## src/fstmc_pkg.sv

```systemverilog
// Constants, register map and types for the fan spin-up and tach mode control
package fstmc_pkg;

  // Register offsets
  localparam logic [7:0] FSTMC_REG_STATUS = 8'h02;
  localparam logic [7:0] FSTMC_REG_MASK = 8'h03;
  localparam logic [7:0] FSTMC_REG_TACH_LSB = 8'h46;
  localparam logic [7:0] FSTMC_REG_TACH_MSB = 8'h47;
  localparam logic [7:0] FSTMC_REG_LIMIT_LSB = 8'h48;
  localparam logic [7:0] FSTMC_REG_LIMIT_MSB = 8'h49;
  localparam logic [7:0] FSTMC_REG_PWM_TACH_CFG = 8'h4a;
  localparam logic [7:0] FSTMC_REG_SPIN_CFG = 8'h4b;
  localparam logic [7:0] FSTMC_REG_PWM_VALUE = 8'h4c;
  localparam logic [7:0] FSTMC_REG_PWM_FREQ = 8'h4d;

  // Field positions
  localparam int FSTMC_CFG_PROG_BIT = 5;
  localparam int FSTMC_CFG_POL_BIT = 4;
  localparam int FSTMC_CFG_CLKSEL_BIT = 3;
  localparam int FSTMC_SPIN_FAST_BIT = 5;
  localparam int FSTMC_ST_TACH_BIT = 0;
  localparam int FSTMC_ST_SPIN_BIT = 1;

  // Reset values
  localparam logic [7:0] FSTMC_CFG_RST = 8'h20;
  localparam logic [7:0] FSTMC_SPIN_RST = 8'h3f;
  localparam logic [4:0] FSTMC_FREQ_RST = 5'h17;
  localparam logic [15:0] FSTMC_LIMIT_RST = 16'hffff;

  // Tach mode codes
  localparam logic [1:0] FSTMC_TACH_PLAIN = 2'h0;
  localparam logic [1:0] FSTMC_TACH_FLAG = 2'h1;
  localparam logic [1:0] FSTMC_TACH_ACCURATE = 2'h2;
  localparam logic [1:0] FSTMC_TACH_GENTLE = 2'h3;

  // Duty in 1/64 steps; 64 is full on
  localparam logic [6:0] FSTMC_DUTY_FULL = 7'h40;
  localparam logic [6:0] FSTMC_DUTY_HALF = 7'h20;
  localparam logic [6:0] FSTMC_DUTY_HIGH = 7'h32;
  localparam logic [6:0] FSTMC_DUTY_MEAS_MIN = 7'h10;
  localparam logic [15:0] FSTMC_TACH_SAT = 16'hffff;

  // Timing
  localparam longint FSTMC_CORE_HZ = 200_000_000;
  localparam longint FSTMC_MCLK_FAST_HZ = 360_000;
  localparam longint FSTMC_MCLK_SLOW_HZ = 1_400;
  localparam longint FSTMC_TACH_TICK_HZ = 90_000;
  localparam longint FSTMC_SPIN_BASE_MS = 50;
  localparam int FSTMC_FAST_DIV = int'(FSTMC_CORE_HZ / FSTMC_MCLK_FAST_HZ);
  localparam int FSTMC_SLOW_DIV = int'(FSTMC_CORE_HZ / FSTMC_MCLK_SLOW_HZ);
  localparam int FSTMC_TACH_DIV = int'(FSTMC_CORE_HZ / FSTMC_TACH_TICK_HZ);
  localparam int FSTMC_SPIN_BASE_CYC = int'(FSTMC_CORE_HZ * FSTMC_SPIN_BASE_MS / 1000);

  typedef struct packed {
    logic progEn;
    logic polarity;
    logic clkSel;
    logic [1:0] tachMode;
  } fstmc_fan_cfg_t;

  typedef struct packed {
    logic fast;
    logic [1:0] duty;
    logic [2:0] spinTime;
  } fstmc_spin_cfg_t;

  typedef struct packed {
    logic spinDone;
    logic tachAlarm;
  } fstmc_events_t;

endpackage : fstmc_pkg

```

## src/fstmc_fan_ctrl.sv

```systemverilog
// Fan PWM start-up sequencer with tach measurement modes and register slave
//
// The plain strobed port was decided locally.
`timescale 1ns/10ps
`default_nettype none

// Operation
// RL1 - Bit 3 selects 360 kHz or 1.4 kHz
// RL2 - Software writes zero to reserved bit 2
// RL3 - Mode 00: plain tach, wrapping readings
// RL4 - Mode 01: all ones below minimum, duty untouched
// RL5 - Mode 01: limit below ones may alarm
// RL6 - Mode 10: duty raised, extended sensitivity
// RL7 - Mode 11: least disturbance, furthest sensitivity
// RL8 - Fast master clock forces mode 00
// RL9 - Spin config bits 7:6 read zero
// RL10 - Fast spin-up: full duty until time/RPM
// RL11 - Normal spin-up uses duty and time fields
// RL12 - Time code 000 skips spin-up
// RL13 - Duty codes: skip, 50%, ~78%, 100%
// RL14 - Time codes 0.05 s doubling to 3.2 s
// RL15 - PWM value reads zero during spin-up
// RL16 - PWM rate is master over 2n
// RL17 - Zero-to-nonzero duty starts spin-up
module fstmc_fan_ctrl
  import fstmc_pkg::*;
#(
  parameter int SLOW_DIV = FSTMC_SLOW_DIV,
  parameter int SPIN_BASE_CYC = FSTMC_SPIN_BASE_CYC
) (
  // Clock and reset
  input wire logic core_clk,
  input wire logic srst,
  // Register port
  input wire logic [7:0] regAddr,
  input wire logic [7:0] regWdata,
  input wire logic regWr,
  input wire logic regRd,
  output logic [7:0] regRdata,
  // Fan pins
  input wire logic tachIn,
  output logic pwmPinOut,
  output logic pwmPinOe,
  // Interrupt
  output logic irq
);

  //////////////////////////////////////////////////////////////////////////////
  // Registers and decode

  fstmc_fan_cfg_t fanCfg_ff;
  fstmc_spin_cfg_t spinCfg_ff;
  logic [5:0] pwmValue_ff;
  logic [4:0] freqN_ff;
  logic [15:0] tachLimit_ff;
  logic [15:0] tachCount_ff;
  logic [1:0] status_ff;
  logic [1:0] mask_ff;
  logic [7:0] rdata_ff;
  logic irq_ff;
  logic spinActive_ff;

  wire wrCfg = regWr && (regAddr == FSTMC_REG_PWM_TACH_CFG);
  wire wrSpin = regWr && (regAddr == FSTMC_REG_SPIN_CFG);
  wire wrPwm = regWr && (regAddr == FSTMC_REG_PWM_VALUE);
  wire wrFreq = regWr && (regAddr == FSTMC_REG_PWM_FREQ);
  wire wrLimLo = regWr && (regAddr == FSTMC_REG_LIMIT_LSB);
  wire wrLimHi = regWr && (regAddr == FSTMC_REG_LIMIT_MSB);
  wire wrStatus = regWr && (regAddr == FSTMC_REG_STATUS);
  wire wrMask = regWr && (regAddr == FSTMC_REG_MASK);

  // Bit 2 is never stored; software keeps it zero on write
  wire [7:0] cfgRead = {2'h0, fanCfg_ff.progEn, fanCfg_ff.polarity, fanCfg_ff.clkSel,
                        1'b0, fanCfg_ff.tachMode}; // RL2

  logic [7:0] nxt_rdata;
  always_comb begin
    if (regAddr == FSTMC_REG_PWM_TACH_CFG) begin
      nxt_rdata = cfgRead;
    end else if (regAddr == FSTMC_REG_SPIN_CFG) begin
      nxt_rdata = {2'h0, spinCfg_ff}; // RL9
    end else if (regAddr == FSTMC_REG_PWM_VALUE) begin
      nxt_rdata = spinActive_ff ? 8'h00 : {2'h0, pwmValue_ff}; // RL15
    end else if (regAddr == FSTMC_REG_PWM_FREQ) begin
      nxt_rdata = {3'h0, freqN_ff};
    end else if (regAddr == FSTMC_REG_TACH_LSB) begin
      nxt_rdata = tachCount_ff[7:0];
    end else if (regAddr == FSTMC_REG_TACH_MSB) begin
      nxt_rdata = tachCount_ff[15:8];
    end else if (regAddr == FSTMC_REG_LIMIT_LSB) begin
      nxt_rdata = tachLimit_ff[7:0];
    end else if (regAddr == FSTMC_REG_LIMIT_MSB) begin
      nxt_rdata = tachLimit_ff[15:8];
    end else if (regAddr == FSTMC_REG_STATUS) begin
      nxt_rdata = {6'h00, status_ff};
    end else if (regAddr == FSTMC_REG_MASK) begin
      nxt_rdata = {6'h00, mask_ff};
    end else begin
      nxt_rdata = 8'h00;
    end
  end

  always_ff @(posedge core_clk) begin
    if (srst) begin
      rdata_ff <= 8'h00;
    end else begin
      rdata_ff <= regRd ? nxt_rdata : 8'h00;
    end
  end

  always_ff @(posedge core_clk) begin
    if (srst) begin
      fanCfg_ff <= fstmc_fan_cfg_t'({FSTMC_CFG_RST[5:3], FSTMC_CFG_RST[1:0]});
      spinCfg_ff <= fstmc_spin_cfg_t'(FSTMC_SPIN_RST[5:0]);
      pwmValue_ff <= 6'h00;
      freqN_ff <= FSTMC_FREQ_RST;
      tachLimit_ff <= FSTMC_LIMIT_RST;
      mask_ff <= 2'h0;
    end else begin
      if (wrCfg) fanCfg_ff <= fstmc_fan_cfg_t'({regWdata[5:3], regWdata[1:0]});
      if (wrSpin) spinCfg_ff <= fstmc_spin_cfg_t'(regWdata[5:0]);
      if (wrPwm && fanCfg_ff.progEn) pwmValue_ff <= regWdata[5:0];
      if (wrFreq) freqN_ff <= regWdata[4:0];
      if (wrLimLo) tachLimit_ff[7:0] <= regWdata;
      if (wrLimHi) tachLimit_ff[15:8] <= regWdata;
      if (wrMask) mask_ff <= regWdata[1:0];
    end
  end

  //////////////////////////////////////////////////////////////////////////////
  // Master PWM clock and PWM period

  // Fast clock ignores the mode field
  wire [1:0] effMode = fanCfg_ff.clkSel ? fanCfg_ff.tachMode : FSTMC_TACH_PLAIN; // RL8
  wire [31:0] divEnd = fanCfg_ff.clkSel ? 32'(SLOW_DIV - 1) : 32'(FSTMC_FAST_DIV - 1); // RL1

  logic [31:0] divCnt_ff;
  logic mclkTick_ff;
  always_ff @(posedge core_clk) begin
    if (srst) begin
      divCnt_ff <= 32'h0;
      mclkTick_ff <= 1'b0;
    end else begin
      mclkTick_ff <= (divCnt_ff >= divEnd);
      divCnt_ff <= (divCnt_ff >= divEnd) ? 32'h0 : divCnt_ff + 32'h1; // RL1
    end
  end

  wire [4:0] effN = (freqN_ff == 5'h00) ? 5'h01 : freqN_ff; // RL16
  wire [5:0] periodTicks = {effN, 1'b0}; // RL16

  logic [5:0] phase_ff;
  always_ff @(posedge core_clk) begin
    if (srst) begin
      phase_ff <= 6'h00;
    end else if (mclkTick_ff) begin
      phase_ff <= (phase_ff >= periodTicks - 6'h1) ? 6'h00 : phase_ff + 6'h1; // RL16
    end
  end

  //////////////////////////////////////////////////////////////////////////////
  // Tach input and measurement

  logic [2:0] tachSync_ff;
  logic tachLvl_ff;
  always_ff @(posedge core_clk) begin
    if (srst) begin
      // Idle line is pulled high; a low reset value would fake a rise
      tachSync_ff <= 3'h7;
      tachLvl_ff <= 1'b1;
    end else begin
      tachSync_ff <= {tachSync_ff[1:0], tachIn};
      if (tachSync_ff[1] == tachSync_ff[2]) tachLvl_ff <= tachSync_ff[2];
    end
  end
  wire tachRise = !tachLvl_ff && tachSync_ff[1] && tachSync_ff[2];

  // Mode 11 counts at half rate so the saturation point lies at a lower RPM
  logic [15:0] tickDiv_ff;
  logic tickHalf_ff;
  logic tachTick_ff;
  always_ff @(posedge core_clk) begin
    if (srst) begin
      tickDiv_ff <= 16'h0;
      tickHalf_ff <= 1'b0;
      tachTick_ff <= 1'b0;
    end else begin
      tachTick_ff <= 1'b0;
      if (tickDiv_ff == 16'(FSTMC_TACH_DIV - 1)) begin
        tickDiv_ff <= 16'h0;
        tickHalf_ff <= !tickHalf_ff;
        tachTick_ff <= (effMode != FSTMC_TACH_GENTLE) || tickHalf_ff; // RL7
      end else begin
        tickDiv_ff <= tickDiv_ff + 16'h1;
      end
    end
  end

  logic [15:0] perCnt_ff;
  logic sampleNew_ff;
  wire perSat = (perCnt_ff == FSTMC_TACH_SAT);
  wire satFlag = perSat && tachTick_ff && (effMode != FSTMC_TACH_PLAIN);
  always_ff @(posedge core_clk) begin
    if (srst) begin
      perCnt_ff <= 16'h0;
      tachCount_ff <= FSTMC_TACH_SAT;
      sampleNew_ff <= 1'b0;
    end else begin
      sampleNew_ff <= tachRise || satFlag;
      if (tachRise) begin
        tachCount_ff <= perCnt_ff;
        perCnt_ff <= 16'h0;
      end else if (satFlag) begin
        tachCount_ff <= FSTMC_TACH_SAT; // RL4 RL6 RL7
        perCnt_ff <= 16'h0;
      end else if (tachTick_ff) begin
        perCnt_ff <= perCnt_ff + 16'h1; // RL3
      end
    end
  end

  // All-ones readings trip a limit below all ones
  wire tachAlarm = sampleNew_ff && (tachCount_ff > tachLimit_ff); // RL5
  wire rpmReached = sampleNew_ff && (tachCount_ff <= tachLimit_ff);

  //////////////////////////////////////////////////////////////////////////////
  // Spin-up sequencer

  function automatic logic [31:0] spinCycles(input logic [2:0] code);
    spinCycles = 32'(SPIN_BASE_CYC) << (code - 3'h1); // RL14
  endfunction : spinCycles

  logic [6:0] spinDuty;
  always_comb begin
    case (spinCfg_ff.duty)
      2'h1: spinDuty = FSTMC_DUTY_HALF;
      2'h2: spinDuty = FSTMC_DUTY_HIGH;
      default: spinDuty = FSTMC_DUTY_FULL;
    endcase
    if (spinCfg_ff.fast) spinDuty = FSTMC_DUTY_FULL; // RL10 RL13
  end

  logic [5:0] prevPwm_ff;
  logic [31:0] spinCnt_ff;
  wire spinAllowed = (spinCfg_ff.spinTime != 3'h0) &&
                     (spinCfg_ff.fast || spinCfg_ff.duty != 2'h0); // RL12 RL13
  wire spinStart = (prevPwm_ff == 6'h00) && (pwmValue_ff != 6'h00) && spinAllowed; // RL17
  wire spinTimeUp = (spinCnt_ff >= spinCycles(spinCfg_ff.spinTime) - 32'h1); // RL11
  wire spinEnd = spinActive_ff && (spinTimeUp || (spinCfg_ff.fast && rpmReached)); // RL10

  always_ff @(posedge core_clk) begin
    if (srst) begin
      prevPwm_ff <= 6'h00;
      spinActive_ff <= 1'b0;
      spinCnt_ff <= 32'h0;
    end else begin
      prevPwm_ff <= pwmValue_ff;
      if (spinStart && !spinActive_ff) begin
        spinActive_ff <= 1'b1; // RL17
        spinCnt_ff <= 32'h0;
      end else if (spinEnd) begin
        spinActive_ff <= 1'b0;
      end else if (spinActive_ff) begin
        spinCnt_ff <= spinCnt_ff + 32'h1;
      end
    end
  end

  //////////////////////////////////////////////////////////////////////////////
  // Duty selection and pin drive

  wire [6:0] cmdDuty = {1'b0, pwmValue_ff};
  wire measBoost = (effMode == FSTMC_TACH_ACCURATE) && (cmdDuty != 7'h00) &&
                   (cmdDuty < FSTMC_DUTY_MEAS_MIN);
  wire [6:0] runDuty = measBoost ? FSTMC_DUTY_MEAS_MIN : cmdDuty; // RL4 RL6
  wire [6:0] liveDuty = spinActive_ff ? spinDuty : runDuty; // RL11 RL17
  wire [12:0] onLimit = 13'(liveDuty) * 13'(periodTicks);
  wire fanOn = ({1'b0, phase_ff, 6'h00} < onLimit);

  // Open-drain: pull low while off, release while on
  logic pwmOe_ff;
  always_ff @(posedge core_clk) begin
    if (srst) begin
      pwmOe_ff <= 1'b1;
    end else begin
      pwmOe_ff <= !fanOn;
    end
  end

  //////////////////////////////////////////////////////////////////////////////
  // Event status and interrupt

  fstmc_events_t evt;
  assign evt = '{spinDone: spinEnd, tachAlarm: tachAlarm};

  always_ff @(posedge core_clk) begin
    if (srst) begin
      status_ff <= 2'h0;
      irq_ff <= 1'b0;
    end else begin
      // A new event beats a same-cycle clear
      status_ff <= (status_ff & ~(wrStatus ? regWdata[1:0] : 2'h0)) | evt;
      irq_ff <= |(status_ff & mask_ff);
    end
  end

  assign regRdata = rdata_ff;
  assign pwmPinOut = 1'b0;
  assign pwmPinOe = pwmOe_ff;
  assign irq = irq_ff;

  //////////////////////////////////////////////////////////////////////////////
  // Assertions

  spinRsvd_a: assert property (@(posedge core_clk) disable iff (srst) // RL9
    regRd && regAddr == FSTMC_REG_SPIN_CFG |=> regRdata[7:6] == 2'h0)
    else $error("spin config upper bits not zero");

  fastMode_a: assert property (@(posedge core_clk) disable iff (srst) // RL8
    !fanCfg_ff.clkSel |-> effMode == FSTMC_TACH_PLAIN)
    else $error("fast clock not forcing plain tach mode");

  pwmReadZero_a: assert property (@(posedge core_clk) disable iff (srst) // RL15
    regRd && regAddr == FSTMC_REG_PWM_VALUE && spinActive_ff |=> regRdata == 8'h00)
    else $error("pwm value readable during spin-up");

  skipSpin_a: assert property (@(posedge core_clk) disable iff (srst) // RL12
    $rose(spinActive_ff) |-> $past(spinCfg_ff.spinTime) != 3'h0)
    else $error("spin-up ran with zero time code");

  fastDuty_a: assert property (@(posedge core_clk) disable iff (srst) // RL10
    spinActive_ff && spinCfg_ff.fast |-> liveDuty == 7'h40)
    else $error("fast spin-up not at full duty");

  halfDuty_a: assert property (@(posedge core_clk) disable iff (srst) // RL13
    spinActive_ff && !spinCfg_ff.fast && spinCfg_ff.duty == 2'h1 |-> liveDuty == 7'h20)
    else $error("spin-up duty code 01 not half");

  satRead_a: assert property (@(posedge core_clk) disable iff (srst) // RL4
    satFlag && !tachRise |=> tachCount_ff == FSTMC_TACH_SAT && sampleNew_ff)
    else $error("saturated tach not all ones");

  freqZero_a: assert property (@(posedge core_clk) disable iff (srst) // RL16
    freqN_ff == 5'h00 |-> periodTicks == 6'h02)
    else $error("zero frequency code not mapped to one");

  spinKick_a: assert property (@(posedge core_clk) disable iff (srst) // RL17
    spinStart && !spinActive_ff |=> spinActive_ff ##1 (spinActive_ff || spinEnd || $past(spinEnd)))
    else $error("spin-up did not start on duty rise");

  irqLevel_a: assert property (@(posedge core_clk) disable iff (srst)
    |(status_ff & mask_ff) |=> irq)
    else $error("interrupt not raised for unmasked status");

endmodule : fstmc_fan_ctrl

`default_nettype wire

```

## config.mk

```make
export PLATFORM = sky130hd
export DESIGN_NAME = fstmc_fan_ctrl
export DESIGN_NICKNAME = d
export VERILOG_FILES = /design/src/fstmc_pkg.sv /design/src/fstmc_fan_ctrl.sv
export SDC_FILE = /design/constraint.sdc
export NUM_CORES = 1
export LEC_CHECK = 0
export BUFFER_PORTS_ARGS = -buffer_cell sky130_fd_sc_hd__buf_4
export CORE_UTILIZATION = 60
export DETAILED_ROUTE_END_ITERATION = 10
export GPL_ROUTABILITY_DRIVEN = 0
export HOLD_SLACK_MARGIN = 0.03
export PLACE_DENSITY = 0.77
export SETUP_SLACK_MARGIN = 0.3
export SYNTH_ARGS = -nofsm -noshare
export SYNTH_HDL_FRONTEND = slang
export SYNTH_SLANG_ARGS = --single-unit
```

## constraint.sdc

```tcl
create_clock -name core_clk -period 10.74 [get_ports core_clk]
set_input_delay 1.074 -clock core_clk [delete_from_list [all_inputs] [get_ports core_clk]]
set_output_delay 1.074 -clock core_clk [all_outputs]
set_load 0.02 [all_outputs]
```

After elaboration in Yosys (flattened, before gate mapping)
Index checks and enable logic that the tools add are counted.
Word-level totals
  bits in registers: 185
  output and inout bits: 11
  logic and storage cells: 147
Operators by class
  $add $sub $neg: 8
  multipliers: 1
  $lt $le $gt $ge: 7
  equality and inequality tests: 17
  shifts and indexed selects: 1
  multiplexer cells: 24
  bitwise logic cells: 7
  reduce and logical (&&, ||, !) cells: 50
Operators by type and width (number)
  $add A32 B1 Y32 const B: 2
  $eq A8 B7 Y1 const B: 8
  $mux W8: 6
  $add A16 B1 Y16 const B: 2
  $ge A32 B18 Y1: 1
  $ge A32 B32 Y1: 1
  $mux W16: 2
  $shl A24 B3 Y32 const A: 1
  $sub A32 B1 Y32 const B: 1
  $mux W6: 5
  $logic_and A1 B1 Y1: 23
  $mux W18: 1
  $eq A16 B12 Y1 const B: 1
  $eq A16 B16 Y1 const B: 1
  $eq A8 B2 Y1 const B: 2
  $gt A16 B16 Y1: 1
  $le A16 B16 Y1: 1
  $mux W7: 2
  $pmux W7 S2: 1
  $lt A12 B13 Y1: 1
  $mul A7 B5 Y12: 1
  $reduce_or A2 Y1: 6
  $mux W2: 4
  $reduce_bool A2 Y1: 4
  25 further kinds: 37

Longest topological paths before layout
  word-level depth: 11
  depth in mapped cells: 22
  depth with buffers taken out: 22

Worst setup path after synthesis
Ideal clock, no wire load.
  path type: reg2reg
  start point: reg fanCfg_ff (netlist bit cfgRead[3])
  end point: reg pwmOe_ff, in the netlist pwmPinOe
  library setup time: 0.125 ns
  data arrival time: 4.730 ns
  data required time: 10.615 ns
  path slack: 5.885 ns
  cell stages (with the launch flop): 20
  buffers on the path: 0
  clock period less this slack: 4.855 ns
  cell sequence: dfxtp_1 nand2_1 nor4_1 o22ai_1 nand2_1 fa_1 fa_1 fa_1 inv_1 ha_1 a21oi_1 nand2b_1 a21oi_1 o41a_1 xnor2_1 ha_1 a21o_1 a211oi_1 o21ai_0 o41a_1
Between the ends
  longest elaborated chain between the ends: 9
RTL lines
  from (decl): line fstmc_fan_ctrl.sv:51  | fstmc_fan_cfg_t fanCfg_ff;
  from (signal assigned): line fstmc_fan_ctrl.sv:113  | fanCfg_ff <= fstmc_fan_cfg_t'({FSTMC_CFG_RST[5:3], FSTMC_CFG_RST[1:0]});
  from (signal assigned): line fstmc_fan_ctrl.sv:120  | if (wrCfg) fanCfg_ff <= fstmc_fan_cfg_t'({regWdata[5:3], regWdata[1:0]});
  $mux W2: line fstmc_fan_ctrl.sv:134  | wire [1:0] effMode = fanCfg_ff.clkSel ? fanCfg_ff.tachMode : FSTMC_TACH_PLAIN;
  $eq A2 B2 Y1: line fstmc_fan_ctrl.sv:273  | wire measBoost = (effMode == FSTMC_TACH_ACCURATE) && (cmdDuty != 7'h00) &&
  $logic_and A1 B1 Y1 (2 in a row): line fstmc_fan_ctrl.sv:273
  $mux W6: line fstmc_fan_ctrl.sv:275  | wire [6:0] runDuty = measBoost ? FSTMC_DUTY_MEAS_MIN : cmdDuty;
  $mux W7: line fstmc_fan_ctrl.sv:276  | wire [6:0] liveDuty = spinActive_ff ? spinDuty : runDuty;
  $mul A7 B5 Y12: line fstmc_fan_ctrl.sv:277  | wire [12:0] onLimit = 13'(liveDuty) * 13'(periodTicks);
  $lt A12 B13 Y1: line fstmc_fan_ctrl.sv:278  | wire fanOn = ({1'b0, phase_ff, 6'h00} < onLimit);
  $logic_not A1 Y1: line fstmc_fan_ctrl.sv:286  | pwmOe_ff <= !fanOn;
  to (signal assigned): line fstmc_fan_ctrl.sv:286
  to (decl): line fstmc_fan_ctrl.sv:281  | logic pwmOe_ff;
Every way passes these cells.
A chain may end at the register's enable or synchronous reset.

Final worst setup path
Same ends and word-level chain as after synthesis.

==> impl_metrics.toml <==
[logic_synthesis]
synth_top_flop_cell = "dfxtp_1"
synthDominantAreaCellType = "dfxtp_1"
synthesis.area_per_instance_um2 = 8.73
yosys.cell_types.count = 73
yosys_warnings = 0
synth_edf_count = 0
synth_common_cells = "dfxtp_1, nand2_1, nor2_1"
yosysTopAreaCellShare_pct = 35.2
ys_ff_latch = 185
synthMostInstantiatedCell = "dfxtp_1"
postSynth.asyncResetShare_pct = 0
syn_inst = 1204
synth.area.top_cells = "dfxtp_1, ha_1, a21oi_1"
post_synth_instance_area_um2 = 10500
synth_seq_area_share_pct = 35.2

[critical_path]
category_of_the_critical_setup_timing_path = "flop to flop"
critPathArrivalTime_ns = 5.82
critPathRequiredTime_ns = 11.06
cp_max_fo = 6
end_kind = "flop"
setup.worst_path.start_class = "flop"

[route]
initialDrtViolationCount = 640
wirelength_um = 22900
ant_nets = 0
number_of_vias_per_cell_after_detailed_routing = 5.95
drcViolationCount = 0
drt_first_pass_iters = 5
route.detailed.wl_per_inst_um = 15.7
routed-via-count = 8682

[final_layout]
syn_to_final_growth_pct = 9.69
post_layout_nonfiller_instances = 1458
layout-drive-gt1-share_pct = 7.54
num_antenna_cells = 0
fin_util_pct = 67.1
num-fill-cells = 1461
fin_area_um2 = 11500
design.final.nets = 1351

[pwr]
pwr_density_cell_nw_per_um2 = 122
static-leakage-power_nw = 4.89
peakVddDrop_v = 0.000146

[floorplan]
floorplan.die.height_um = 134
floorplan.core_area_um2 = 17200
die-width_um = 134
std_cell_rows = 48
ios = 32
initial_core_util_pct = 61.2
die_area_um2 = 18100

[sta]
finalSetupTns_ns = 0
clock.fmax_mhz = 182
report.final.hold_viol_count = 0
drv_slew = 0
grt_setup_unrepaired = "false"
relSlewSlack_pct = 27.6
timing.final.crit_period_ns = 5.50
finalSetupViolations = 0
worstMarginPinSlew_ns = 1.08
layout_worst_path_cycle_share_pct = 51.2
finalClockSkew_ns = 0.0111

[grt]
grt_max_degree = 72
grt_use_met2_pct = 42.3
grt_first_pass_wirelength_um = 38900
grt_antenna_before_repair = 0
grt.busiest_layer = "met2"
global_route_congestion_overflow_total = 0
global_route.usage.total_pct = 26.7
first_global_vias = 8035
gr-usage-met3_pct = 5.03
global_route.usage.met1_pct = 36.8

[placement]
dp_cells = 1426
port-buffer-count = 30
dpl-instance-area_um2 = 10900
place_hpwl_um = 16600

[clocking]
clkSlewWorstSetupHoldPaths_ns = 0.07
clockBufferDepth = 2
htree_levels = 4
ctsRootBufferMaster = "clkbuf_16"
worst_skew_pair.late_latency_ns = 0.44
cts-buffers-inserted = 17
postCtsSetupRepairBufs = 0
tritoncts = "yes"
post_cts_resized = 0
cts.sink_count = 185
cts_hold_buffers = 0

[run_status]
status = "completed"

[run]
maxCapViolations = 0

[min_path]
hold_path_class = "flop to flop"
power breakdown:
part	switching, mW	internal (mW)	total (mW)
logic	0.0296	0.0179	0.0475
clock network	0.286	0.380	0.667
registers	0.00452	0.692	0.696
total	0.320	1.09	1.41
flip-flops by register name, indices dropped and copies added, names as in the netlist, 2 cells and up:
signal	count
spinCfg_ff	6
pwmValue_ff	6
tachCount_ff	16
spinCnt_ff	32
phase_ff	6
tachSync_ff	3
mask_ff	2
freqN_ff	5
regRdata	8
status_ff	2
perCnt_ff	16
cfgRead	5
tickDiv_ff	16
divCnt_ff	32
tachLimit_ff	16
prevPwm_ff	6
layout by cell type, fill, tap and decap left out, types with 7 or more instances in the layout:
cell type	n
buf_4	35
xor2_1	42
nand3b_1	15
o31ai_1	14
xnor2_1	20
dfxtp_1	185
fa_1	15
or4_1	16
conb_1	15
a21o_1	8
a221oi_1	7
or2_2	9
nor2_1	98
ha_1	95
nand4_1	22
clkbuf_16	17
or3_1	21
inv_1	69
nor4_1	11
mux2i_1	15
a21oi_1	74
nor2b_1	13
nand2_1	98
and2_1	24
nand2b_1	8
o21ai_0	36
a22oi_1	7
and3_1	37
nor3_1	30
a211o_1	20
o22a_1	16
nand3_1	41
final cells by class:
class	instances	area (um^2)	area share, %
Clock buffer	19	443	3.84
Clock inverter	13	186	1.62
Inverter	69	259	2.25
Multi-Input combinational cell	912	6400	55.5
Sequential cell	185	3700	32.1
Tap cell	225	282	2.44
Timing Repair Buffer	35	263	2.28
layer usage:
metal  wire (um)  share of wire, %
met1       10700                47
met5           0                 0
met4         360               1.6
met3        1410               6.2
met2       10400                45
worst max-delay path: stages, from the launching register on:
cell,delay (ns)
dfxtp_1,0.41
nand2_1,0.11
nor4_1,0.58
o22ai_1,0.28
nand2_1,0.17
fa_1,0.46
fa_1,0.52
fa_1,0.55
inv_1,0.04
ha_1,0.32
a21oi_1,0.21
nand2b_1,0.14
a21oi_1,0.08
o41a_1,0.36
xnor2_1,0.14
ha_1,0.29
a21o_1,0.16
a211oi_1,0.27
o21ai_0,0.14
o41a_1,0.13
path summary, 6_finish.rpt:
kind	startpoint	end	depth (start not counted)	slack, ns
worst max-delay path	cfgRead[3]	pwmPinOe	19	5.24
worst min-delay path	tachSync_ff[0]	tachSync_ff[1]	1	0.43
worst max register to register	cfgRead[3]	pwmPinOe	19	5.24
worst min register to register	tachSync_ff[0]	tachSync_ff[1]	1	0.43
kinds of logic after synthesis:
family | synth area share (%)
AND/OR/NAND/NOR | 23.8
XOR/XNOR | 5.16
flip-flops | 35.2
adder cells (fa/ha/maj) | 14.2
buffers and inverters | 4.40
AO/OA/AOI/OAI | 15.5
other | 0.0714
multiplexers | 1.64
per-stage QoR:
step	power (mW)	worst slack, ns	hold slack [ns]
after floorplan	0.741	5.88	0.389
after global placement	0.758	5.49	0.400
after detailed placement	0.759	5.28	0.408
after CTS	1.42	5.27	0.426
after global routing	1.46	4.82	0.429
final	1.41	5.24	0.426
No activity file was read; power rests on OpenSTA's default activity.
